===== config.mk =====
export PLATFORM = sky130hd
export DESIGN_NAME = valve_supervisor
export DESIGN_NICKNAME = d
export VERILOG_FILES = /design/src/rtl/tick_divider.v /design/src/rtl/alarm_action.v /design/src/rtl/valve_supervisor.v
export VERILOG_INCLUDE_DIRS = /design/src /design/src/rtl
export SDC_FILE = /design/constraint.sdc
export NUM_CORES = 1
export LEC_CHECK = 0
export ABC_AREA = 0
export BUFFER_PORTS_ARGS = -buffer_cell sky130_fd_sc_hd__buf_2
export CORE_MARGIN = 4
export CORE_UTILIZATION = 45
export CTS_BUF_LIST = sky130_fd_sc_hd__clkbuf_8
export DETAILED_ROUTE_END_ITERATION = 8
export SETUP_SLACK_MARGIN = 0.2
export SYNTH_ARGS = -nofsm -noshare
export SYNTH_HDL_FRONTEND = slang
export SYNTH_SLANG_ARGS = --single-unit
export TNS_END_PERCENT = 50

===== constraint.sdc =====
create_clock -name hclk -period 7.43 [get_ports hclk]
set_input_delay 0.743 -clock hclk [delete_from_list [all_inputs] [get_ports hclk]]
set_output_delay 0.743 -clock hclk [all_outputs]
set_load 0.01 [all_outputs]

===== src/rtl/valve_supervisor_defines.vh =====
/*
 Constants for the injector valve and alarm supervisor: register offsets,
 field positions, reset values and timing counts.
 Assumes a 100 MHz hclk and a 32-bit AHB-Lite register bus.
*/
`ifndef VALVE_SUPERVISOR_DEFINES_VH
`define VALVE_SUPERVISOR_DEFINES_VH

// ****************************************
// Register byte offsets
// ****************************************
`define OFS_CTRL 12'h000
`define OFS_DWELL 12'h004
`define OFS_DOSE 12'h008
`define OFS_LEAK_LIM 12'h00c
`define OFS_LEAK_WIN 12'h010
`define OFS_FLUSH_TGT 12'h014
`define OFS_FLUSH_TOL 12'h018
`define OFS_ACTION 12'h01c
`define OFS_STATUS 12'h020
`define OFS_INT_STAT 12'h024
`define OFS_INT_MASK 12'h028
`define OFS_DELIVERED 12'h02c

// ****************************************
// Field positions and reset values
// ****************************************
`define CTRL_START 0
`define CTRL_STOP 1
`define CTRL_TAIL_DONE 2
`define CTRL_ALM_CLR 3
`define ACT_LEAK_LO 0
`define ACT_SLOW_LO 2
`define ACT_IGNORE 2'h0
`define ACT_INDICATE 2'h1
`define ACT_SHUTDOWN 2'h2
`define INT_LEAK 0
`define INT_SLOW 1
`define INT_DONE 2
`define INT_SHUT 3
`define DWELL_RST 15'h0000
`define DWELL_MAX 15'h7fff
`define LEAK_LIM_RST 14'h0064
`define LEAK_WIN_RST 7'h3c
`define LEAK_WIN_MIN 7'h01
`define LEAK_WIN_MAX 7'h63
`define FLUSH_TOL_RST 7'h0a
`define FLUSH_TOL_MAX 7'h64
`define ACTION_RST 4'h8

// ****************************************
// Timing
// ****************************************
`define CLK_MHZ 100
`define MS_US 1000
`define MS_CYCLES (`CLK_MHZ * `MS_US)
`define SEC_MS 1000

`endif


===== src/rtl/tick_divider.v =====
/*
 Modulo divider giving a one-cycle enable pulse every DIV input enables.
 Assumes en_in is a one-cycle pulse or tied high, in the hclk domain.
*/
`timescale 1ns/1ps
module tick_divider #(
    parameter integer DIV = 1000
) (
    input wire hclk,
    input wire hresetn,
    input wire en_in,
    output reg tick
);
    reg [19:0] cnt_ff;

    always @(posedge hclk or negedge hresetn)
    begin
        if (!hresetn)
        begin
            cnt_ff <= 20'h00000;
            tick <= 1'b0;
        end
        else
        begin
            tick <= 1'b0;
            if (en_in)
            begin
                if (cnt_ff == DIV[19:0] - 20'h00001)
                begin
                    cnt_ff <= 20'h00000;
                    tick <= 1'b1;
                end
                else
                begin
                    cnt_ff <= cnt_ff + 20'h00001;
                end
            end
        end
    end
endmodule // tick_divider


===== src/rtl/alarm_action.v =====
/*
 Maps one raised alarm through its three-way action to latched
 indication and shutdown flags.
 Assumes raise is a one-cycle pulse; clr is a software clear pulse.
*/
`timescale 1ns/1ps
`include "valve_supervisor_defines.vh"
module alarm_action (
    input wire hclk,
    input wire hresetn,
    input wire [1:0] action,
    input wire raise,
    input wire clr,
    output wire event_out,
    output reg ind_ff,
    output reg shut_ff
);
    // Ignored alarms leave no trace at all
    assign event_out = raise && (action != `ACT_IGNORE); // RQ5

    always @(posedge hclk or negedge hresetn)
    begin
        if (!hresetn)
        begin
            ind_ff <= 1'b0;
            shut_ff <= 1'b0;
        end
        else
        begin
            // Set wins over clear
            if (event_out)
            begin
                ind_ff <= 1'b1; // RQ6
                shut_ff <= shut_ff | (action == `ACT_SHUTDOWN); // RQ7
            end
            else if (clr)
            begin
                ind_ff <= 1'b0;
                shut_ff <= 1'b0;
            end
        end
    end
endmodule // alarm_action


===== src/rtl/valve_supervisor.v =====
/*
 Additive injector valve pulsing and alarm supervision for one stream,
 with an AHB-Lite register slave and a level interrupt.
 Assumes meter pulses are one-cycle, synchronous to hclk, one per 0.1 ml
 of additive and one per litre of product.
*/
// Added by the designer: the AHB-Lite interface to the registers and the register addresses.
//
// Function
// RQ1 - Nonzero dwell: each open pulse lasts dwell ms, 0..32767, reset zero.
// RQ2 - Pulsed mode: closed time equals open time, stroke twice dwell.
// RQ3 - Zero dwell: open once per cycle until full dose delivered.
// RQ4 - Nonzero dwell: repeat strokes until cycle dose dispensed.
// RQ5 - Each alarm has ignore, indicate or indicate-and-shutdown action.
// RQ6 - Indicate-only alarm sets indication output; transactions continue.
// RQ7 - Shutdown alarm sets both outputs, stops and blocks transactions.
// RQ8 - Accumulate additive over leak window; alarm when above ceiling.
// RQ9 - Leak window 1..99 seconds, default 60.
// RQ10 - Leak check only while idle or between injections.
// RQ11 - Window expiry without alarm clears accumulation, restarts timer.
// RQ12 - Slow-flow alarm when tail volume short of target beyond tolerance.
// RQ13 - Tail is product after injection stops; zero target disables it.
// RQ14 - All ms and s timing from one free-running tick off hclk.
`timescale 1ns/1ps
`include "valve_supervisor_defines.vh"
module valve_supervisor (
    input wire hclk,
    input wire hresetn,
    input wire hsel,
    input wire [31:0] haddr,
    input wire [1:0] htrans,
    input wire hwrite,
    input wire [2:0] hsize,
    input wire [31:0] hwdata,
    input wire hready,
    output wire hreadyout,
    output wire hresp,
    output reg [31:0] hrdata,
    input wire additive_pulse,
    input wire product_pulse,
    output reg valve_open_ff,
    output wire alarm_indicate,
    output wire alarm_shutdown,
    output wire irq
);
    localparam ST_IDLE = 3'b001;
    localparam ST_OPEN = 3'b010;
    localparam ST_SHUT = 3'b100;

    // ****************************************
    // Tick generation
    // ****************************************
    wire ms_tick;
    wire sec_tick;

    tick_divider #(.DIV(`MS_CYCLES)) u_ms_div ( // RQ14
        .hclk(hclk),
        .hresetn(hresetn),
        .en_in(1'b1),
        .tick(ms_tick)
    );

    tick_divider #(.DIV(`SEC_MS)) u_sec_div ( // RQ14
        .hclk(hclk),
        .hresetn(hresetn),
        .en_in(ms_tick),
        .tick(sec_tick)
    );

    // ****************************************
    // Register file
    // ****************************************
    reg [14:0] dwell_ff;
    reg [15:0] dose_ff;
    reg [13:0] leak_lim_ff;
    reg [6:0] leak_win_ff;
    reg [15:0] flush_tgt_ff;
    reg [6:0] flush_tol_ff;
    reg [3:0] action_ff;
    reg [3:0] int_stat_ff;
    reg [3:0] int_mask_ff;
    reg [15:0] delivered_ff;
    reg [2:0] state_ff;
    reg ph_wr_ff;
    reg [11:0] ph_addr_ff;

    wire addr_ph = hsel && hready && htrans[1];
    wire wr_hit = ph_wr_ff;
    wire start_wr = wr_hit && (ph_addr_ff == `OFS_CTRL) && hwdata[`CTRL_START];
    wire stop_wr = wr_hit && (ph_addr_ff == `OFS_CTRL) && hwdata[`CTRL_STOP];
    wire tail_wr = wr_hit && (ph_addr_ff == `OFS_CTRL) && hwdata[`CTRL_TAIL_DONE];
    wire alm_clr = wr_hit && (ph_addr_ff == `OFS_CTRL) && hwdata[`CTRL_ALM_CLR];

    assign hreadyout = 1'b1;
    assign hresp = 1'b0;

    // Window limited to its legal span on write
    wire [6:0] win_wr = (hwdata[6:0] < `LEAK_WIN_MIN) ? `LEAK_WIN_MIN :
                        (hwdata[6:0] > `LEAK_WIN_MAX) ? `LEAK_WIN_MAX : hwdata[6:0];
    wire [6:0] tol_wr = (hwdata[6:0] > `FLUSH_TOL_MAX) ? `FLUSH_TOL_MAX : hwdata[6:0];

    wire leak_ev;
    wire slow_ev;
    wire done_ev;
    wire shut_ev;
    wire [3:0] int_set = {shut_ev, done_ev, slow_ev, leak_ev};

    always @(posedge hclk or negedge hresetn)
    begin
        if (!hresetn)
        begin
            ph_wr_ff <= 1'b0;
            ph_addr_ff <= 12'h000;
            hrdata <= 32'h00000000;
            dwell_ff <= `DWELL_RST;
            dose_ff <= 16'h0000;
            leak_lim_ff <= `LEAK_LIM_RST;
            leak_win_ff <= `LEAK_WIN_RST;
            flush_tgt_ff <= 16'h0000;
            flush_tol_ff <= `FLUSH_TOL_RST;
            action_ff <= `ACTION_RST;
            int_stat_ff <= 4'h0;
            int_mask_ff <= 4'h0;
        end
        else
        begin
            ph_wr_ff <= addr_ph && hwrite;
            ph_addr_ff <= {haddr[11:2], 2'b00};
            if (addr_ph && !hwrite)
            begin
                case ({haddr[11:2], 2'b00})
                    `OFS_DWELL: hrdata <= {17'h00000, dwell_ff};
                    `OFS_DOSE: hrdata <= {16'h0000, dose_ff};
                    `OFS_LEAK_LIM: hrdata <= {18'h00000, leak_lim_ff};
                    `OFS_LEAK_WIN: hrdata <= {25'h0000000, leak_win_ff};
                    `OFS_FLUSH_TGT: hrdata <= {16'h0000, flush_tgt_ff};
                    `OFS_FLUSH_TOL: hrdata <= {25'h0000000, flush_tol_ff};
                    `OFS_ACTION: hrdata <= {28'h0000000, action_ff};
                    `OFS_STATUS: hrdata <= {26'h0000000, alarm_shutdown, alarm_indicate, valve_open_ff, state_ff};
                    `OFS_INT_STAT: hrdata <= {28'h0000000, int_stat_ff};
                    `OFS_INT_MASK: hrdata <= {28'h0000000, int_mask_ff};
                    `OFS_DELIVERED: hrdata <= {16'h0000, delivered_ff};
                    default: hrdata <= 32'h00000000;
                endcase
            end
            if (wr_hit)
            begin
                case (ph_addr_ff)
                    `OFS_DWELL: dwell_ff <= hwdata[14:0]; // RQ1
                    `OFS_DOSE: dose_ff <= hwdata[15:0];
                    `OFS_LEAK_LIM: leak_lim_ff <= (hwdata[13:0] == 14'h0000) ? 14'h0001 : hwdata[13:0];
                    `OFS_LEAK_WIN: leak_win_ff <= win_wr; // RQ9
                    `OFS_FLUSH_TGT: flush_tgt_ff <= hwdata[15:0];
                    `OFS_FLUSH_TOL: flush_tol_ff <= tol_wr;
                    `OFS_ACTION: action_ff <= hwdata[3:0];
                    `OFS_INT_MASK: int_mask_ff <= hwdata[3:0];
                    default: ;
                endcase
            end
            // Set wins over write-one-to-clear
            if (wr_hit && (ph_addr_ff == `OFS_INT_STAT))
                int_stat_ff <= (int_stat_ff & ~hwdata[3:0]) | int_set;
            else
                int_stat_ff <= int_stat_ff | int_set;
        end
    end

    assign irq = |(int_stat_ff & int_mask_ff);

    // ****************************************
    // Alarm actions
    // ****************************************
    wire leak_raise;
    wire slow_raise;
    wire leak_ind;
    wire leak_shut;
    wire slow_ind;
    wire slow_shut;

    alarm_action u_leak_act (
        .hclk(hclk),
        .hresetn(hresetn),
        .action(action_ff[`ACT_LEAK_LO+1:`ACT_LEAK_LO]),
        .raise(leak_raise),
        .clr(alm_clr),
        .event_out(leak_ev),
        .ind_ff(leak_ind),
        .shut_ff(leak_shut)
    );

    alarm_action u_slow_act (
        .hclk(hclk),
        .hresetn(hresetn),
        .action(action_ff[`ACT_SLOW_LO+1:`ACT_SLOW_LO]),
        .raise(slow_raise),
        .clr(alm_clr),
        .event_out(slow_ev),
        .ind_ff(slow_ind),
        .shut_ff(slow_shut)
    );

    assign alarm_indicate = leak_ind | slow_ind; // RQ6
    assign alarm_shutdown = leak_shut | slow_shut; // RQ7
    // Code 3 acts as indicate, so only the exact shutdown code flags a shutdown event
    assign shut_ev = (leak_ev && (action_ff[`ACT_LEAK_LO+1:`ACT_LEAK_LO] == `ACT_SHUTDOWN)) ||
                     (slow_ev && (action_ff[`ACT_SLOW_LO+1:`ACT_SLOW_LO] == `ACT_SHUTDOWN)); // RQ7

    // ****************************************
    // Injection sequencer
    // ****************************************
    reg [14:0] phase_ms_ff;
    reg [15:0] tail_ff;
    reg tail_run_ff;
    wire dose_met = (delivered_ff >= dose_ff);

    assign done_ev = (state_ff == ST_OPEN) && dose_met && !alarm_shutdown;

    always @(posedge hclk or negedge hresetn)
    begin
        if (!hresetn)
        begin
            state_ff <= ST_IDLE;
            valve_open_ff <= 1'b0;
            phase_ms_ff <= 15'h0000;
            delivered_ff <= 16'h0000;
        end
        else
        begin
            case (state_ff)
                ST_IDLE:
                begin
                    valve_open_ff <= 1'b0;
                    // Start refused while shut down
                    if (start_wr && !alarm_shutdown && (dose_ff != 16'h0000)) // RQ7
                    begin
                        state_ff <= ST_OPEN;
                        valve_open_ff <= 1'b1;
                        phase_ms_ff <= 15'h0000;
                        delivered_ff <= 16'h0000;
                    end
                end
                ST_OPEN:
                begin
                    if (additive_pulse)
                        delivered_ff <= delivered_ff + 16'h0001;
                    if (alarm_shutdown || stop_wr) // RQ7
                    begin
                        state_ff <= ST_SHUT;
                        valve_open_ff <= 1'b0;
                    end
                    else if (dose_met) // RQ3 RQ4
                    begin
                        state_ff <= ST_IDLE;
                        valve_open_ff <= 1'b0;
                    end
                    else if ((dwell_ff != 15'h0000) && ms_tick)
                    begin
                        // Close phase as long as open phase
                        if (phase_ms_ff == dwell_ff - 15'h0001) // RQ1 RQ2
                        begin
                            phase_ms_ff <= 15'h0000;
                            valve_open_ff <= ~valve_open_ff;
                        end
                        else
                            phase_ms_ff <= phase_ms_ff + 15'h0001;
                    end
                end
                ST_SHUT:
                begin
                    valve_open_ff <= 1'b0;
                    state_ff <= ST_IDLE;
                end
                default:
                begin
                    state_ff <= ST_IDLE;
                    valve_open_ff <= 1'b0;
                end
            endcase
        end
    end

    // ****************************************
    // Leak watch
    // ****************************************
    reg [13:0] leak_acc_ff;
    reg [6:0] leak_sec_ff;
    // Pulsed mode counts the closed half-strokes too
    wire leak_window_on = (state_ff == ST_IDLE) || (!valve_open_ff && (state_ff == ST_OPEN)); // RQ10
    assign leak_raise = leak_window_on && additive_pulse && (leak_acc_ff == leak_lim_ff); // RQ8

    always @(posedge hclk or negedge hresetn)
    begin
        if (!hresetn)
        begin
            leak_acc_ff <= 14'h0000;
            leak_sec_ff <= 7'h00;
        end
        else if (!leak_window_on || leak_raise)
        begin
            leak_acc_ff <= 14'h0000;
            leak_sec_ff <= 7'h00;
        end
        else
        begin
            if (sec_tick && (leak_sec_ff >= leak_win_ff - 7'h01))
            begin
                leak_acc_ff <= 14'h0000; // RQ11
                leak_sec_ff <= 7'h00;
            end
            else
            begin
                if (additive_pulse)
                    leak_acc_ff <= leak_acc_ff + 14'h0001; // RQ8
                if (sec_tick)
                    leak_sec_ff <= leak_sec_ff + 7'h01;
            end
        end
    end

    // ****************************************
    // Flush tail check
    // ****************************************
    // Short by more than tol percent: tail*100 < target*(100-tol)
    wire [22:0] tail_scaled = {7'h00, tail_ff} * 23'h000064;
    wire [22:0] tgt_scaled = {7'h00, flush_tgt_ff} * {16'h0000, `FLUSH_TOL_MAX - flush_tol_ff};
    assign slow_raise = tail_wr && tail_run_ff && (flush_tgt_ff != 16'h0000) && (tail_scaled < tgt_scaled); // RQ12 RQ13

    always @(posedge hclk or negedge hresetn)
    begin
        if (!hresetn)
        begin
            tail_ff <= 16'h0000;
            tail_run_ff <= 1'b0;
        end
        else if (done_ev || ((state_ff == ST_SHUT)))
        begin
            tail_ff <= 16'h0000; // RQ13
            tail_run_ff <= 1'b1;
        end
        else if (tail_wr)
            tail_run_ff <= 1'b0;
        else if (tail_run_ff && product_pulse && (tail_ff != 16'hffff))
            tail_ff <= tail_ff + 16'h0001;
    end
endmodule // valve_supervisor


==> results of run 1 <==
[cell type report]
type / count / area [µm²]
fill: 3622 / 18760
multi-input combinational: 1415 / 11310
sequential: 233 / 5844
timing repair buffer: 120 / 803.3
clock buffer: 54 / 743.2
inverter: 194 / 728.2
tap: 518 / 648.1
clock inverter: 21 / 170.2
[power groups by stage]
stage / combinational [W] / clock [W] / sequential, W
2_1_floorplan: 0.000198 / 0 / 0.00137
3_3_place_gp: 0.000291 / 0 / 0.00138
3_5_place_dp: 0.000299 / 0 / 0.00138
4_1_cts: 0.000307 / 0.00134 / 0.00136
5_1_grt: 0.000347 / 0.00140 / 0.00137
6_report: 0.000306 / 0.00131 / 0.00136
[what timing repair did]
action                     CTS  global route
hold endpoints to repair     0             0
cloned                       0             0
buffers inserted             0             4
setup endpoints to repair    4             4
resized for setup           16            47
pin swaps                   18            59
[layer usage]
layer	vias up	share of wire, %	track usage, %
li1	6723	-	-
met1	6975	46	29.77
met2	272	48	35.80
met3	75	3.9	3.113
met4	0	2.4	5.730
met5	-	0	0
[flip-flops by register name (all words and copies together), names as in the netlist, 10 cells and up]
| register | flops |
|---|---|
| phase_ms_ff | 15 |
| u_sec_div.cnt_ff | 20 |
| tail_ff | 16 |
| delivered_ff | 16 |
| dose_ff | 16 |
| ph_addr_ff | 10 |
| leak_lim_ff | 14 |
| u_ms_div.cnt_ff | 20 |
| dwell_ff | 15 |
| flush_tgt_ff | 16 |
| leak_acc_ff | 14 |
| hrdata | 16 |
[metrics by stage]
step           worst slack, ns  setup TNS (ns)  power [W]
6_report                0.3546               0   0.002977
5_1_grt                0.01573               0   0.003115
4_1_cts                 0.2013               0   0.003009
2_1_floorplan           0.2217               0   0.001564
3_3_place_gp           -0.1349         -0.2671   0.001675
3_5_place_dp           -0.2721         -0.5992   0.001684
[critical path, delay by kind of cell (launching register included)]
| family | cells | cell delay [ns] |
|---|---|---|
| compound gates | 5 | 1.09 |
| xor+xnor | 2 | 0.29 |
| fa+ha+maj | 7 | 2.57 |
| buf+inv | 11 | 1.17 |
| flops | 1 | 0.53 |
| simple gates | 8 | 1.32 |
[kinds of logic after synthesis]
logic type | after synthesis | synth area share (%)
xor gates and xnor gates | 147 | 7.176
AOI/OAI and AO/OA | 278 | 10.65
muxes | 88 | 5.390
adders and majority gates | 229 | 19.32
buffers and inverters | 279 | 6.402
and+or+nand+nor | 655 | 18.45
other | 2 | 0.04186
DFF | 233 | 32.57
[Yosys cell counts (all sizes together) (22+ instances only)]
| cell | number |
|---|---|
| dfrtp | 222 |
| inv | 194 |
| nand2 | 165 |
| ha | 149 |
| nor2 | 138 |
| and2 | 82 |
| fa | 80 |
| xnor2 | 80 |
| o21ai | 73 |
| mux2 | 69 |
| nand3 | 69 |
| xor2 | 67 |
| clkbuf | 51 |
| a21oi | 45 |
| nor3 | 38 |
| buf | 34 |
| nor4 | 32 |
| nand4 | 30 |
| a31oi | 26 |
| a221oi | 23 |
| a21o | 22 |
[worst paths after layout]
kind / endpoint / slack (ns) / depth (start not counted)
setup / recovery: int_stat_ff[3] / 0.35 / 33
hold / removal: u_sec_div.cnt_ff[6] / 0.23 / 1
setup reg to reg: int_stat_ff[3] / 0.35 / 33
hold reg to reg: u_ms_div.cnt_ff[0] / 0.46 / 1
max in group asynchronous: hrdata[10] / 6.01 / 2
min in group hclk: ph_addr_ff[7] / 0.29 / 1
==> metrics.txt, run 1 <==
layout cells sized above 1=16.89%; fraction of power spent switching nets=26.40%; max-slew violation count=0; Ant. Diodes=0; final core utilization=51.91%; Via density=5.497; Final min period=7.075 ns; Tightest Hold Check Type=input pin to async pin; Final Hold Vio Count=0; Die Span X=207.7 µm; worst reg2reg startpoint=flush_tol_ff[1]; flops & latches, synth=233; fin area=0.02025 mm²; Post-synth EDFFs=0; power per cell area=147.0 mW/mm²; CTS H-tree depth=2; Sequential Power Share=45.8%; IO Pins=114; via count=14050; worst path arrival time=7.53 ns; CP endpoint kind=flop; clk buf depth=3; final RePlAce weighted congestion=0.9346; kind of critical path=flop to flop; run status=finished clean; logic gate share of total power=10.3%; Post-Synthesis Cells=1911; Die Y=207.7 µm; WL final=46680 µm; hold_ws=0.2343 ns; GR Overflow Total=0; clk_skew=0.03119 ns; TritonCTS clock tree=done; ys async rst share=100.0%; DR WL/cell=18.27 µm; Syn Area/Cell=9.389 µm²; P_int=0.002191 W; full die area=0.04313 mm²; Clk pin slew, worst setup/hold paths=0.06 ns; top post-synthesis cells by area=dfrtp_1, ha_1, fa_1; leakage=9.678 nW; synthesized area=0.01794 mm²; CP Max Fanout=5; DP Cell Count=2476; placed wire-length estimate=35170 µm; Critical Path Start Type=flop; Crit path largest cell delay=0.56 ns; cell mode on critical path=buf_4; IO buf count=53; Initial Util=46.00%; CTS Sinks=233; initial antenna violation count=0; maximum clock rate=0.1413 GHz; RSZ-0062 raised after global routing=yes; initial drt markers=1049; Root Driver=clkbuf_8; Post-route DRC=0; top library cells by usage in the layout, fill and taps aside=dfrtp_1, inv_1, nand2_1, ha_1, nor2_1; largest net degree at the start of global routing=125; CP max stage cell=fa_1; Max Cap Viol=0; Clock Latency Late Sink=0.57 ns; Core Box Area=0.03901 mm²; most common cell after layout, fill and taps aside=dfrtp_1; CTS Hold Bufs=0; Worst Tran Pin Value=1.056 ns; Synth top area share=30.96%; register area share after synthesis=32.57%; top cell type by total area after synthesis=dfrtp_1; Inserted Clock Buffers=41; Max VDD drop=142.1 µV; Final setup viols=0; number of global-route vias before repair=14380; DR pass1 iterations=5; first-pass GRT wire length=76540 µm; relative slew slack=29.35%; Clk pwr share=43.9%; Site Rows=72; fin crit share=95.23%; unique cell type count in the Yosys netlist=79; first element of the critical path=flush_tol_ff[1]; Layout area overhead=12.87%; Synth Warn #=0; DP Area=0.01902 mm²; dominant synthesized flop cell=dfrtp_1; post-route ant nets=0; NumNets Final=2310; final instance count without filler cells=2555; sw power=0.0007857 W; Worst Path Required=7.88 ns; gr usage total=21.54%
(Power assumes the default switching activity.)
==> run 2: changes to the inputs <==
--- a/config.mk
+++ b/config.mk
@@ -6,7 +6,7 @@
 export SDC_FILE = /design/constraint.sdc
 export NUM_CORES = 1
 export LEC_CHECK = 0
-export ABC_AREA = 0
+export ABC_AREA = 1
 export BUFFER_PORTS_ARGS = -buffer_cell sky130_fd_sc_hd__buf_2
 export CORE_MARGIN = 4
 export CORE_UTILIZATION = 45
==> metrics.txt, run 2 <==
maximum clock rate=0.1463 GHz (was 0.1413 GHz); Post-synth top cells=nand2_1, inv_1, nor2_1 (was dfrtp_1, inv_1, nand2_1); Synth top area share=29.64% (was 30.96%); DR pass1 iterations=5 (unchanged); DR WL/cell=16.90 µm (was 18.27 µm); largest net degree at the start of global routing=83 (was 125); final RePlAce weighted congestion=0.9729 (was 0.9346); Final Hold Vio Count=0 (unchanged); Post-Synthesis Cells=2478 (was 1911); top library cells by usage in the layout, fill and taps aside=nand2_1, inv_1, nor2_1, dfrtp_1 (was dfrtp_1, inv_1, nand2_1, ha_1, nor2_1); Setup Buffers After CTS=0 (unchanged); top-count cell post-synth=nand2_1 (was dfrtp_1); IO buf count=53 (unchanged); initial antenna violation count=0 (unchanged); final instance count without filler cells=3111 (was 2555); fin crit share=91.97% (was 95.23%); top cell type by total area after synthesis=dfrtp_1 (unchanged); Clk pin slew, worst setup/hold paths=0.06 ns (about the same); placed wire-length estimate=41260 µm (was 35170 µm); power per cell area=215.0 mW/mm² (was 147.0 mW/mm²); synthesized area=0.01875 mm² (was 0.01794 mm²); Die Y=212.1 µm (was 207.7 µm); Clk pwr share=29.6% (was 43.9%); P_int=0.002726 W (was 0.002191 W); flops & latches, synth=233 (unchanged); dominant synthesized flop cell=dfrtp_1 (unchanged); Site Rows=74 (was 72); Root Driver=clkbuf_8 (unchanged); Worst Path Required=7.98 ns (was 7.88 ns); Max Cap Viol=0 (unchanged); fin area=0.02059 mm² (was 0.02025 mm²); TritonCTS clock tree=done (unchanged); Core Box Area=0.04102 mm² (was 0.03901 mm²); CTS Sinks=233 (unchanged); run status=finished clean (unchanged); number of global-route vias before repair=16140 (was 14380); Via density=5.294 (was 5.497); ys async rst share=100.0% (unchanged); Crit path largest cell delay=0.55 ns (was 0.56 ns); layout cells sized above 1=8.220% (was 16.89%); max-slew violation count=0 (unchanged); full die area=0.04499 mm² (was 0.04313 mm²); Largest regs=u_ms_div.cnt_ff (20), u_sec_div.cnt_ff (20) (unchanged); gr usage total=23.53% (was 21.54%); Final setup viols=0 (unchanged); sw power=0.001701 W (was 0.0007857 W); Buf+Inv Stages, Crit Path=5 (was 11); setup ws final=0.5966 ns (was 0.3546 ns); clk_skew=0.02885 ns (was 0.03119 ns); WL final=52590 µm (was 46680 µm); Die Span X=212.1 µm (was 207.7 µm); CP max stage cell=fa_1 (unchanged); IO Pins=114 (unchanged); via count=16470 (was 14050); leakage=11.72 nW (was 9.678 nW); CTS H-tree depth=2 (unchanged); logic gate share of total power=39.4% (was 10.3%); Sequential Power Share=31.0% (was 45.8%); Post-route DRC=0 (unchanged); hold_ws=0.09155 ns (was 0.2343 ns); Post-synth EDFFs=0 (unchanged); kind of critical path=flop to flop (unchanged); Syn Area/Cell=7.565 µm² (was 9.389 µm²); NumNets Final=2850 (was 2310); Synth Warn #=0 (unchanged); Ant. Diodes=0 (unchanged); worst path arrival time=7.38 ns (was 7.53 ns); DP Area=0.01952 mm² (was 0.01902 mm²); setup tns final=0 ns (unchanged); unique cell type count in the Yosys netlist=58 (was 79); top post-synthesis cells by area=dfrtp_1, nand2_1, ha_1 (was dfrtp_1, ha_1, fa_1); GR Overflow Total=0 (unchanged); Layout area overhead=9.852% (was 12.87%); Inserted Clock Buffers=43 (was 41); fraction of power spent switching nets=38.43% (was 26.40%); most common cell after layout, fill and taps aside=nand2_1 (was dfrtp_1); Initial Util=45.70% (was 46.00%); clk buf depth=3 (unchanged); post-route ant nets=0 (unchanged); Tightest Hold Check Type=input pin to async pin (unchanged); CTS Hold Bufs=0 (unchanged); DP Cell Count=3032 (was 2476); Max VDD drop=232.2 µV (was 142.1 µV); Final min period=6.833 ns (was 7.075 ns); Critical Path Start Type=flop (unchanged); CP delay by family, top=adder cells (unchanged); Worst Tran Pin Value=1.079 ns (was 1.056 ns); cell mode on critical path=fa_1 (was buf_4); RSZ-0062 raised after global routing=no (was yes); Clock Latency Late Sink=0.62 ns (was 0.57 ns); relative slew slack=28.08% (was 29.35%); initial drt markers=1235 (was 1049); CP Max Fanout=9 (was 5); dpl ws=0.1843 ns (was -0.2721 ns); CP endpoint kind=flop (unchanged); register area share after synthesis=31.18% (was 32.57%); first-pass GRT wire length=84690 µm (was 76540 µm)
## run 2: cell count changes after synthesis, sizes merged, moves of 54 or more
cell,delta
nand3,+54
inv,+237
and2,-81
o21ai,+81
nor2,+161
mux2,-69
nand2,+352
## run 2: power groups by stage
stage                     Sequential, W  Clock [W]  Combinational (W)
after floorplan                 0.00138          0            0.00132
after global placement          0.00139          0            0.00165
after detailed placement        0.00140          0            0.00172
after CTS                       0.00137    0.00135            0.00173
after global routing            0.00138    0.00141            0.00205
final                           0.00137    0.00131            0.00174
## run 2: metrics by stage
stage	util (%)	power, W
final	50.20	0.004428
after floorplan	-	0.002693
after CTS	49.82	0.004458
after detailed placement	47.60	0.003111
after global routing	50.20	0.004843
after global placement	47.60	0.003045
## run 2: final cells by class
cell class	instances	area [µm²]
fill	4071	20420
multi-input combinational	1770	11190
sequential	233	5844
inverter	432	1622
clock buffer	56	770.7
tap	532	665.6
timing repair buffer	65	365.4
clock inverter	23	138.9
## run 2: layer usage
layer	track usage (%)	vias up	share of wire (%)
li1	-	8057	-
met1	33.80	7811	47
met2	35.18	497	43
met3	5.327	106	7.4
met4	7.959	0	3.1
met5	0	-	0
## run 2: kinds of logic (layout without fill, tap and decap cells)
logic type	count (synthesis)	after routing	synth area share, %
flops	233	233	31.18
other cells	2	18	0.04006
buf+inv	491	576	10.35
fa+ha+maj	229	229	18.49
xor+xnor	109	109	5.093
compound gates	315	315	9.364
simple gates	1099	1099	25.48
## run 2: worst paths after layout
check / end / from / cells past startpoint / slack [ns]
worst min-delay path: ph_addr_ff[7] / hresetn / 1 / 0.09
min in group hclk: ph_addr_ff[7] / haddr[7] / 1 / 0.26
worst max register to register: u_slow_act.shut_ff / flush_tol_ff[1] / 32 / 0.60
worst min register to register: u_ms_div.cnt_ff[0] / u_ms_div.cnt_ff[0] / 1 / 0.46
worst max-delay path: u_slow_act.shut_ff / flush_tol_ff[1] / 32 / 0.60
max in group asynchronous: u_sec_div.cnt_ff[19] / hresetn / 2 / 5.77
## run 2: repair_timing
action	CTS	global route
endpoints found under the hold margin	0	0
setup endpoints to repair	1	4
gates resized for setup	1	34
pin swaps	0	5
